## src/nvac_pkg.sv

```systemverilog
// Constants and types for the nonvolatile byte access controller
package nvac_pkg;

  // ----------------------------------------------------------------
  // Array geometry
  // ----------------------------------------------------------------
  localparam int unsigned NVAC_DEPTH  = 64;
  localparam int unsigned NVAC_AW     = 6;
  localparam int unsigned NVAC_DW     = 8;

  // ----------------------------------------------------------------
  // Register locations: bit 8 is the sector, bits 7:0 the offset
  // ----------------------------------------------------------------
  localparam logic [8:0] NVAC_ADDR_LOC = 9'h046;
  localparam logic [8:0] NVAC_DATA_LOC = 9'h047;
  localparam logic [8:0] NVAC_CTRL_LOC = 9'h140;

  // ----------------------------------------------------------------
  // Control register fields and reset values
  // ----------------------------------------------------------------
  localparam int unsigned NVAC_CB_WEN   = 3;
  localparam int unsigned NVAC_CB_WGO   = 2;
  localparam int unsigned NVAC_CB_REN   = 1;
  localparam int unsigned NVAC_CB_RGO   = 0;
  localparam logic [3:0]  NVAC_CTRL_RST = 4'h0;
  localparam logic [5:0]  NVAC_ADDR_RST = 6'h00;
  localparam logic [7:0]  NVAC_DATA_RST = 8'h00;
  localparam logic [7:0]  NVAC_CELL_RST = 8'h00;

  // ----------------------------------------------------------------
  // Timing
  // ----------------------------------------------------------------
  localparam int unsigned NVAC_CLK_NS   = 10;
  localparam int unsigned NVAC_RD_NS    = 20;
  localparam logic [3:0]  NVAC_RD_CYC   = 4'((NVAC_RD_NS + NVAC_CLK_NS - 1) / NVAC_CLK_NS);
  localparam logic [3:0]  NVAC_WR_TICKS = 4'h4;

  // ----------------------------------------------------------------
  // Types
  // ----------------------------------------------------------------
  typedef enum logic [1:0] {
    NVAC_IDLE  = 2'b00,
    NVAC_READ  = 2'b01,
    NVAC_WRITE = 2'b10
  } nvac_state_t;

  typedef struct packed {
    logic       we;
    logic [8:0] loc;
    logic [7:0] wdata;
  } nvac_sfr_req_t;

  typedef struct packed {
    logic [NVAC_DEPTH-1:0][NVAC_DW-1:0] mem;
    nvac_state_t                        st;
    logic [3:0]                         cnt;
    logic [NVAC_AW-1:0]                 addr;
    logic [NVAC_DW-1:0]                 data;
    logic [3:0]                         ctrl;
    logic                               done;
    logic [7:0]                         rdata;
    logic                               busy;
  } nvac_regs_t;

endpackage

```

## src/nvac_ctrl.sv

```systemverilog
// Nonvolatile byte access controller: registers, sequencer and array
//
// Summary of operation
// - 64 byte store, one byte per operation
// - Six-bit address field, cleared at reset
// - Address bits 7 and 6 read zero
// - Eight-bit data register, cleared at reset
// - Address and data registers in sector 0
// - Control register at 40H in sector 1
// - Write enable bit 3; clear blocks writes
// - Bit 2 starts write, cleared when done
// - Write start ignored unless enable set before
// - Read enable bit 1; clear blocks reads
// - Bit 0 starts read, cleared when done
// - Read start ignored unless enable set before
// - Control bits 7 to 4 read zero
// - Fetched byte held until next operation
// - Write timed by four slow timer ticks sampled on clk_sys
// - Write end sets sticky flag, software clears
`timescale 1ns/100ps
`default_nettype none

module nvac_ctrl
  import nvac_pkg::*;
(
  input  wire logic          clk_sys,
  input  wire logic          reset_n,
  input  wire nvac_sfr_req_t sfr_req,
  input  wire logic          slow_tick,
  input  wire logic          done_clr,
  output logic [7:0]         sfr_rdata_q,
  output logic               write_done_flag_q,
  output logic               busy_q
);

  nvac_regs_t regs_q;
  nvac_regs_t regs_d;

  // ----------------------------------------------------------------
  // Register read mux
  // ----------------------------------------------------------------
  function automatic logic [7:0] read_reg(input nvac_regs_t r, input logic [8:0] loc);
    logic [7:0] v;
    v = 8'h00;
    case (loc)
      NVAC_ADDR_LOC: v = {2'b00, r.addr};
      NVAC_DATA_LOC: v = r.data;
      NVAC_CTRL_LOC: v = {4'h0, r.ctrl};
      default:       v = 8'h00;
    endcase
    return v;
  endfunction

  // ----------------------------------------------------------------
  // Next state
  // ----------------------------------------------------------------
  always_comb begin
    regs_d       = regs_q;
    regs_d.rdata = read_reg(regs_q, sfr_req.loc);

    // Software writes
    if (sfr_req.we) begin
      case (sfr_req.loc)
        NVAC_ADDR_LOC: begin
          regs_d.addr = sfr_req.wdata[NVAC_AW-1:0];
        end
        NVAC_DATA_LOC: begin
          regs_d.data = sfr_req.wdata;
        end
        NVAC_CTRL_LOC: begin
          regs_d.ctrl[NVAC_CB_WEN] = sfr_req.wdata[NVAC_CB_WEN];
          regs_d.ctrl[NVAC_CB_REN] = sfr_req.wdata[NVAC_CB_REN];
          // Start only when enable was already set; write wins a tie
          if (sfr_req.wdata[NVAC_CB_WGO] && regs_q.ctrl[NVAC_CB_WEN]
              && regs_q.st == NVAC_IDLE) begin
            regs_d.ctrl[NVAC_CB_WGO] = 1'b1;
          end else if (sfr_req.wdata[NVAC_CB_RGO] && regs_q.ctrl[NVAC_CB_REN]
                       && regs_q.st == NVAC_IDLE && !regs_q.ctrl[NVAC_CB_WGO]) begin
            regs_d.ctrl[NVAC_CB_RGO] = 1'b1;
          end
        end
        default: begin
        end
      endcase
    end

    // Flag clear first so a same-cycle set wins
    if (done_clr) begin
      regs_d.done = 1'b0;
    end

    // Sequencer
    case (regs_q.st)
      NVAC_IDLE: begin
        regs_d.cnt = 4'h0;
        if (regs_q.ctrl[NVAC_CB_WGO]) begin
          regs_d.st = NVAC_WRITE;
        end else if (regs_q.ctrl[NVAC_CB_RGO]) begin
          regs_d.st = NVAC_READ;
        end
      end
      NVAC_READ: begin
        regs_d.cnt = regs_q.cnt + 4'h1;
        if (regs_q.cnt == NVAC_RD_CYC - 4'h1) begin
          regs_d.data             = regs_q.mem[regs_q.addr];
          regs_d.ctrl[NVAC_CB_RGO] = 1'b0;
          regs_d.st               = NVAC_IDLE;
        end
      end
      NVAC_WRITE: begin
        if (slow_tick) begin
          regs_d.cnt = regs_q.cnt + 4'h1;
          if (regs_q.cnt == NVAC_WR_TICKS - 4'h1) begin
            regs_d.mem[regs_q.addr]  = regs_q.data;
            regs_d.ctrl[NVAC_CB_WGO] = 1'b0;
            regs_d.done              = 1'b1;
            regs_d.st                = NVAC_IDLE;
          end
        end
      end
      default: begin
        regs_d.st = NVAC_IDLE;
      end
    endcase

    // Busy registered so the output comes straight from a flop
    regs_d.busy = (regs_d.st != NVAC_IDLE);
  end

  // ----------------------------------------------------------------
  // State register
  // ----------------------------------------------------------------
  always_ff @(posedge clk_sys or negedge reset_n) begin
    if (!reset_n) begin
      regs_q       <= '0;
      regs_q.mem   <= {NVAC_DEPTH{NVAC_CELL_RST}};
      regs_q.st    <= NVAC_IDLE;
      regs_q.addr  <= NVAC_ADDR_RST;
      regs_q.data  <= NVAC_DATA_RST;
      regs_q.ctrl  <= NVAC_CTRL_RST;
    end else begin
      regs_q <= regs_d;
    end
  end

  // ----------------------------------------------------------------
  // Outputs
  // ----------------------------------------------------------------
  assign sfr_rdata_q       = regs_q.rdata;
  assign write_done_flag_q = regs_q.done;
  assign busy_q            = regs_q.busy;
endmodule // nvac_ctrl

`default_nettype wire

```

## config.mk

```make
export PLATFORM = sky130hd
export DESIGN_NAME = nvac_ctrl
export DESIGN_NICKNAME = d
export VERILOG_FILES = /design/src/nvac_pkg.sv /design/src/nvac_ctrl.sv
export SDC_FILE = /design/constraint.sdc
export NUM_CORES = 1
export LEC_CHECK = 0
export ABC_AREA = 1
export BUFFER_PORTS_ARGS = -buffer_cell sky130_fd_sc_hd__buf_2
export CORE_UTILIZATION = 50
export DETAILED_ROUTE_END_ITERATION = 8
export GPL_ROUTABILITY_DRIVEN = 0
export HOLD_SLACK_MARGIN = 0.08
export PLACE_DENSITY_LB_ADDON = 0.15
export SYNTH_ARGS = -nofsm -noshare
export SYNTH_HDL_FRONTEND = slang
export SYNTH_SLANG_ARGS = --single-unit
```

## constraint.sdc

```tcl
create_clock -name clk_sys -period 2 [get_ports clk_sys]
set_input_delay 0.4 -clock clk_sys [delete_from_list [all_inputs] [get_ports clk_sys]]
set_output_delay 0.4 -clock clk_sys [all_outputs]
set_load 0.01 [all_outputs]
```

=== Word-level counts from Yosys, hierarchy flattened ===
Index checks and enable logic that the tools add are counted.

* Output and inout port bits: 10
* Flip-flop bits (word level): 546
* Input bits: 22

* Order comparisons: 2
* Eq/ne operators: 8
* Mux-type cells: 30
* Reduce and logical (&&, ||, !) cells: 14
* $add $sub $neg: 1

{| class="wikitable"
|+ Operator list
! kind !! number
|-
| bitwise mux 512 bit || 1
|-
| binary-select mux 8 bit (select 6 bit) || 1
|-
| demux 8 bit (select 6 bit) || 1
|-
| two-way mux 8 bit || 5
|-
| case mux 8 bit (3 select lines) || 1
|-
| == test 9 x 7 -> 1 bit (second input constant) || 2
|-
| two-way mux 1 bit || 12
|-
| two-way mux 12 bit || 1
|-
| case mux 4 bit (3 select lines) || 1
|-
| == test 9 bit (second input constant) || 1
|-
| two-way mux 2 bit || 4
|-
| less-than comparator 6 x 7 -> 1 bit (second input constant) || 1
|-
| >= comparator 6 x 1 -> 1 bit (second input constant) || 1
|-
| logical AND 1 bit || 6
|-
| two-way mux 6 bit || 1
|-
| case mux 2 bit (3 select lines) || 1
|-
| AND reduction 2 bit || 3
|-
| adder 4 x 1 -> 4 bit (second input constant) || 1
|-
| == test 4 x 1 -> 1 bit (second input constant) || 1
|-
| == test 4 x 2 -> 1 bit (second input constant) || 1
|-
| two-way mux 4 bit || 1
|-
| AND reduction 3 bit || 1
|-
| nonzero test 3 bit || 1
|-
| == test 2 x 1 -> 1 bit (second input constant) || 1
|-
| other kinds (5) || 5
|}

=== Longest topological paths before layout ===
Gate-level depths: netlist (run 1).

* Depth after elaboration: 10
* Gate-level depth with buffers: 15
* Depth with buffers taken out: 13

=== Least setup slack after synthesis (run 1) ===
Ideal clock, no wire load.

* Path type: flip-flop to flip-flop
* Start point: reg regs_q[28] (netlist name)
* End point: reg regs_q[80] (netlist name)
* Data arrival time: 1.811 ns
* Period minus slack after synthesis: 1.945 ns
* Cell stages (with the launch flop): 10
* Slack: 0.055 ns
* Setup time: 0.134 ns
* Data required time: 1.866 ns
* Cell sequence: dfrtp_1 > ha_1 > nand2_1 > nor2_1 > nand2_2 > nor4_4 > nand2_1 > buf_2 > nand2_1 > o21ai_0

* Longest elaborated chain between the ends: 2

{| class="wikitable"
|+ RTL lines
! what !! line !! source
|-
| from (decl) || nvac_ctrl.sv:36 || <nowiki>nvac_regs_t regs_q;</nowiki>
|-
| from (signal assigned) || nvac_ctrl.sv:142 || <nowiki>regs_q <= regs_d;</nowiki>
|-
| == test 4 x 2 -> 1 bit || nvac_ctrl.sv:113 || <nowiki>if (regs_q.cnt == NVAC_WR_TICKS - 4'h1) begin</nowiki>
|-
| AND reduction 3 bit (no source line) || - ||
|}

No other way between the ends.
A chain may end at the register's enable or synchronous reset.

==> flow_summary.json, run 1 <==
{
  "outcome": "finished, violations left",
  "violations": "setup timing",
  "finalNetCount": 3589,
  "placed_cell_area_um2": 28100,
  "critPathLaunchType": "register",
  "drtIter0Drc": 3128,
  "routed_via_density": 5.78,
  "cts_tree": "built",
  "io_buffers": 31,
  "async_flop_share_pct": 100,
  "yosysMostFrequentCell": "nand2_1",
  "total_power_mw": 24.8,
  "syn-num-nets": 3390,
  "start_util_pct": 51.0,
  "syn_to_final_growth_pct": 36.7,
  "cp_cell_sequence": "inv_12 > buf_12 > buf_16 > nand2_1 > nand3_1 > nand2_1 > nor2_1 > nor2_1 > nor2_2 > nand3_1 > nor2_1 > nor2_1",
  "placementRows": 82,
  "yosysTopAreaCellShare_pct": 53.0,
  "die_area_um2": 52400,
  "finalSetupViolations": 359,
  "wirelength_um": 91000,
  "synth_largest_area_cell": "dfrtp_1",
  "grt_pass1_vias": 22600,
  "synth_top_family_by_area": "simple AND/OR/NAND/NOR gates",
  "vias": 24700,
  "hold_viol": 0,
  "antenna_found_initial": 2,
  "synth_common_cells": "nand2_1, o21ai_0, dfrtp_1, inv_1, nor2_1",
  "synthAdderAreaFrac_pct": 0.389,
  "hp-class": "in2reg",
  "maxCapViolations": 0,
  "post-dp-hpwl_um": 48600,
  "netlist_top_cells_area": "dfrtp_1, nand2_1, o21ai_0",
  "ys_types": 32,
  "synth.mux.area_fraction_pct": 0.0389,
  "cp_slowest_cell": "dfrtp_4",
  "synth_compound_area_share_pct": 13.7,
  "whs_path_depth": 3,
  "timing.final.crit_share_pct": 111,
  "syn_area_um2": 25800,
  "arrival_ns": 2.75,
  "synthSimpleGateAreaFrac_pct": 26.1,
  "die_width_um": 229,
  "p_per_area_nw_per_um2": 705,
  "cts_made_buffers": 59,
  "worst_pin_slew_ns": 0.610,
  "grt_usage_pct": 31.2,
  "timing.final.crit_period_ns": 2.23,
  "synth_xor_area_share_pct": 0.0340,
  "ys_seq_elements": 546,
  "drt_pass1_iterations": 6,
  "die_height_um": 229,
  "cts_root_buffer": "clkbuf_16",
  "max-clock-path-buffers": 3,
  "worst_path_most_repeated_cell": "nor2_1",
  "place_inst": 4043,
  "gr-total-overflow": 0,
  "end_kind": "register",
  "syn_avg_cell_area_um2": 7.67,
  "final_util_pct": 69.8,
  "postSynthCellCount": 3360,
  "crit_type": "reg2reg",
  "setup_slack_ns": -0.228,
  "routedWlPerCell_um": 21.3,
  "grt_first_pass_wirelength_um": 129000,
  "reg2reg_depth": 12,
  "clk_pin_slew_ns": 0.06,
  "fmax_mhz": 449,
  "cts.sinks": 546,
  "worstPathMaxFanout": 12,
  "drc": 0,
  "yosys_most_used_dff": "dfrtp_1",
  "grt_setup_unrepaired": "true",
  "synth_edf_count": 0,
  "ys.warnings.count": 0,
  "slew_headroom_pct": 59.3,
  "core_um2": 50500,
  "peakVddDrop_mv": 0.615,
  "slew_violations": 0,
  "fin_skew_ns": 0.0228,
  "max_stage_delay_ns": 0.60,
  "layout.cells.non_filler": 4278,
  "leakagePower_nw": 16.4,
  "drt.antenna.violating_nets": 0,
  "htreeDepth": 2,
  "cp.required_ns": 2.52,
  "clk_latency_ns": 0.63,
  "io_pins": 32,
  "synth_seq_area_share_pct": 53.0,
  "grt_start_max_net_pins": 82,
  "drive_above_1_share_pct": 28.0,
  "postLayoutCellArea_um2": 35200
}
-- cells in the final DEF (no fill, tap or decap), types with 19 or more instances in the layout --
master and instances:
a21oi_1 73, buf_12 80, buf_2 35, buf_4 126, buf_6 43, clkbuf_16 85
dfrtp_1 543, inv_1 185, nand2_1 1050, nand2_2 172, nand2_4 112, nand2_8 46
nand3_1 85, nor2_1 137, o211ai_1 19, o21ai_0 281, o21ai_1 183, o21ai_2 117
or2_2 33
-- stage by stage --
stage                     TNS, ns  setup WS, ns  hold slack [ns]
after floorplan                 0        0.0551            0.104
after global placement      -2.30        -0.347            0.292
after detailed placement    -4.59        -0.353            0.286
after CTS                   -4.59        -0.114           0.0869
after global routing       -63.92        -0.314            0.117
final                      -34.76        -0.228           0.0934
-- report_power, final --
part	switching (mW)	leakage [nW]	internal [mW]
Sequential	0.0424	7.59	11.1
Combinational	1.03	7.71	0.422
Clock	4.64	1.08	7.59
Total	5.71	16.4	19.1
-- sequential cells by signal, summed over array words and instances, names as in the netlist --
name,cells
regs_q,536
sfr_rdata_q,8
busy_q,1
write_done_flag_q,1
-- worst paths after layout --
check	startpoint	endpoint	slack, ns
setup reg to reg	regs_q[22]	regs_q[18]	-0.23
hold reg to reg	regs_q[257]	regs_q[257]	0.48
min in group asynchronous	reset_n	regs_q[403]	0.25
max in group asynchronous	reset_n	regs_q[151]	0.90
setup / recovery	regs_q[22]	regs_q[18]	-0.23
hold / removal	sfr_req[1]	regs_q[11]	0.09
-- layout make-up --
class | instances | area [um2]
clock inverter | 25 | 432
tap | 672 | 841
timing repair buffer | 346 | 4630
inverter | 199 | 763
antenna | 1 | 2.50
clock buffer | 82 | 1750
multi-input combinational | 2407 | 13100
fill | 3829 | 15200
sequential | 546 | 13700
-- cells by family after synthesis --
kind of cell / Yosys count
AO/OA/AOI/OAI: 691
XOR/XNOR: 1
adder cells (fa/ha/maj): 8
buffers and inverters: 421
flip-flops: 546
multiplexers: 1
AND/OR/NAND/NOR: 1692
-- critical path: cells and delay by family, from the launching register on --
kind                   cells  cell delay [ns]
and+or+nand+nor            9             1.06
DFF                        1             0.60
buffers and inverters      3             0.42
-- layer usage --
layer	global-route usage (%)	vias to the layer above	share of wire [%]
li1	-	11100	-
met1	43.7	12100	41
met2	48.9	1255	47
met3	5.96	253	8.7
met4	10.6	2	4.0
met5	0	-	0.012
-- what timing repair did --
| item | in CTS | in global routing |
|---|---|---|
| hold buffers | 2 | 0 |
| setup endpoints to repair | 141 | 487 |
| resized for setup | 165 | 992 |
| gates cloned | 13 | 56 |
| buffers inserted | 20 | 41 |
| endpoints found under the hold margin | 296 | 0 |
| pin swaps | 28 | 70 |
Note: power is estimated with default switching activity, not from simulation.
==> inputs of run 2 (changes only) <==
--- a/config.mk
+++ b/config.mk
@@ -7,10 +7,12 @@
 export LEC_CHECK = 0
 export ABC_AREA = 1
 export BUFFER_PORTS_ARGS = -buffer_cell sky130_fd_sc_hd__buf_2
+export CORE_MARGIN = 2
 export CORE_UTILIZATION = 50
 export DETAILED_ROUTE_END_ITERATION = 8
 export GPL_ROUTABILITY_DRIVEN = 0
 export HOLD_SLACK_MARGIN = 0.08
+export MAX_ROUTING_LAYER = met4
 export PLACE_DENSITY_LB_ADDON = 0.15
 export SYNTH_ARGS = -nofsm -noshare
 export SYNTH_HDL_FRONTEND = slang
==> run 2 against run 1 <==
- the flow still finishes with violations (setup timing)
- fmax rose by 2.6%
- total power fell by 6.1%
- critical path depth did not move
- register-to-register slack improved by 0.06 ns
- critical endpoint is now regs_q[268]
==> flow_summary.json, run 2 (synthesis results as in run 1) <==
{
  "worstPathMaxFanout": 8,
  "max_stage_delay_ns": 0.38,
  "fillers": 4278,
  "setup_slack_ns": -0.171,
  "timing.rr.end": "regs_q[268]",
  "routed_via_density": 5.60,
  "cp_cell_sequence": "ha_2 > nand2_2 > nor2_4 > nand2_4 > buf_12 > nor4_4 > buf_12 > buf_12 > nand2_8 > buf_8 > nand2_2 > o21ai_2",
  "die_area_um2": 53400,
  "fin_skew_ns": 0.00907,
  "p_per_area_nw_per_um2": 694,
  "worst_path_most_repeated_cell": "buf_12",
  "hold_viol": 0,
  "critPathLaunch": "regs_q[29]",
  "drt_pass1_iterations": 5,
  "top_register": "regs_q",
  "grt_start_max_net_pins": 79,
  "timing.final.crit_share_pct": 109,
  "end_kind": "register",
  "cp.required_ns": 2.48,
  "postLayoutCellArea_um2": 33600,
  "layout_common_cells": "nand2_1, dfrtp_1, o21ai_0",
  "combPwrFrac_pct": 5.9,
  "endpoint": "regs_q[268]",
  "die_width_um": 231,
  "grt_pass1_vias": 22500,
  "clk_latency_ns": 0.62,
  "drc": 0,
  "placed_cell_area_um2": 28100,
  "largest_reg_flops": 536,
  "cts_root_buffer": "clkbuf_16",
  "r2r_slack_ns": -0.17,
  "placementRows": 83,
  "cp_slowest_cell": "dfrtp_1",
  "slew_headroom_pct": 53.7,
  "worst_hold_slack_ns": 0.115,
  "antenna_found_initial": 1,
  "grt_first_pass_wirelength_um": 126000,
  "grt_usage_pct": 31.0,
  "fmax_mhz": 461,
  "switching_share_pct": 23.9,
  "crit_type": "reg2reg",
  "cts_tree": "built",
  "critPathLaunchType": "register",
  "reg2reg_depth": 12,
  "seqPwrFrac_pct": 47.8,
  "power.share.clock_pct": 46.3,
  "hp-class": "in2reg",
  "net-switching-power_mw": 5.58,
  "timing.final.crit_period_ns": 2.17,
  "gr-total-overflow": 0,
  "internal_power_mw": 17.7,
  "io_pins": 32,
  "finalSetupViolations": 171,
  "drtIter0Drc": 2650,
  "routedWlPerCell_um": 19.7,
  "cts_made_buffers": 58,
  "leakagePower_nw": 15.8,
  "maxCapViolations": 0,
  "final_common_cell": "nand2_1",
  "core_um2": 51100,
  "arrival_ns": 2.66,
  "grt_setup_unrepaired": "true",
  "start_util_pct": 50.4,
  "violations": "setup timing",
  "io_buffers": 31,
  "max-clock-path-buffers": 3,
  "die_height_um": 231,
  "peakVddDrop_mv": 0.635,
  "post-dp-hpwl_um": 50600,
  "syn_to_final_growth_pct": 30.4,
  "setup_tns_ns": -8.33,
  "cts.sinks": 546,
  "slew_violations": 0,
  "drt.antenna.violating_nets": 0,
  "r2r_start": "regs_q[29]",
  "worst_pin_slew_ns": 0.695,
  "wirelength_um": 84000,
  "clk_pin_slew_ns": 0.06,
  "htreeDepth": 2,
  "finalNetCount": 3562,
  "vias": 23800,
  "drive_above_1_share_pct": 25.4,
  "outcome": "finished, violations left"
}
==> run 2: cell count changes in the layout (fill, tap and decap cells not counted), moves of 12 or more <==
cell,before,now
clkbuf_16,85,69
nand2_1,1050,1084
nand2_4,112,74
nand2_8,46,29
buf_8,17,29
o21ai_1,183,205
o21ai_2,117,101
nand2_2,172,188
==> run 2: area by class of cell <==
type	count	area (um2)	share of cell area (%)
Sequential cell	546	13700	40.7
Multi-Input combinational cell	2402	12500	37.1
Timing Repair Buffer	324	3920	11.7
Clock buffer	81	1680	4.99
Tap cell	680	851	2.53
Inverter	199	763	2.27
Clock inverter	26	231	0.689
Timing Repair inverter	1	8.76	0.0261
Antenna cell	1	2.50	0.00745
==> run 2: power by group through the flow <==
stage	combinational (mW)	sequential (mW)	clock, mW
floorplan	0.485	11.3	0
global placement	1.24	11.3	0
detailed placement	1.26	11.3	0
CTS	1.29	11.1	10.9
global route	1.50	11.1	11.4
finish	1.38	11.1	10.8
==> run 2: how the worst min path moves through the flow <==
| stage | to | cells past startpoint | start | slack [ns] |
|---|---|---|---|---|
| after floorplan | busy_q | 0 | reset_n | 0.10 |
| after global placement | regs_q[391] | 1 | reset_n | 0.35 |
| after detailed placement | regs_q[386] | 1 | reset_n | 0.35 |
| after CTS | sfr_rdata_q[3] | 3 | sfr_req[8] | 0.10 |
| after global routing | sfr_rdata_q[3] | 3 | sfr_req[8] | 0.12 |
| final | sfr_rdata_q[3] | 3 | sfr_req[8] | 0.11 |
==> run 2: what timing repair did <==
item / 4_1_cts / 5_1_grt
buffers inserted: 12 / 32
endpoints found under the hold margin: 68 / 0
pin swaps: 14 / 66
resized for setup: 223 / 811
hold buffers: 3 / 0
cloned: 16 / 34
endpoints found under the setup margin: 411 / 514
==> run 2: per-layer routing <==
metal | track usage [%] | vias up | part of all wire (%)
met5 | - | - | 0
met4 | 11.0 | 0 | 3.7
met3 | 4.43 | 187 | 7.3
met2 | 47.9 | 960 | 47
met1 | 42.1 | 11600 | 42
li1 | - | 11100 | -
==> run 2: through the flow <==
step	utilization, %	power, mW	instances	setup WS, ns
2_1_floorplan	-	11.8	3360	0.0551
3_3_place_gp	55.0	12.6	4061	-0.247
3_5_place_dp	55.0	12.6	4061	-0.270
4_1_cts	60.4	23.3	4199	-0.112
5_1_grt	65.7	24.0	4260	-0.254
6_report	65.7	23.3	4260	-0.171
==> run 2: worst max-delay path, delay by kind of cell, from the launching register on <==
| kind | cells | cell delay (ns) |
|---|---|---|
| and+or+nand+nor | 6 | 0.74 |
| buffers and inverters | 4 | 0.64 |
| DFF | 1 | 0.38 |
| adders and majority gates | 1 | 0.20 |
| AOI/OAI and AO/OA | 1 | 0.05 |
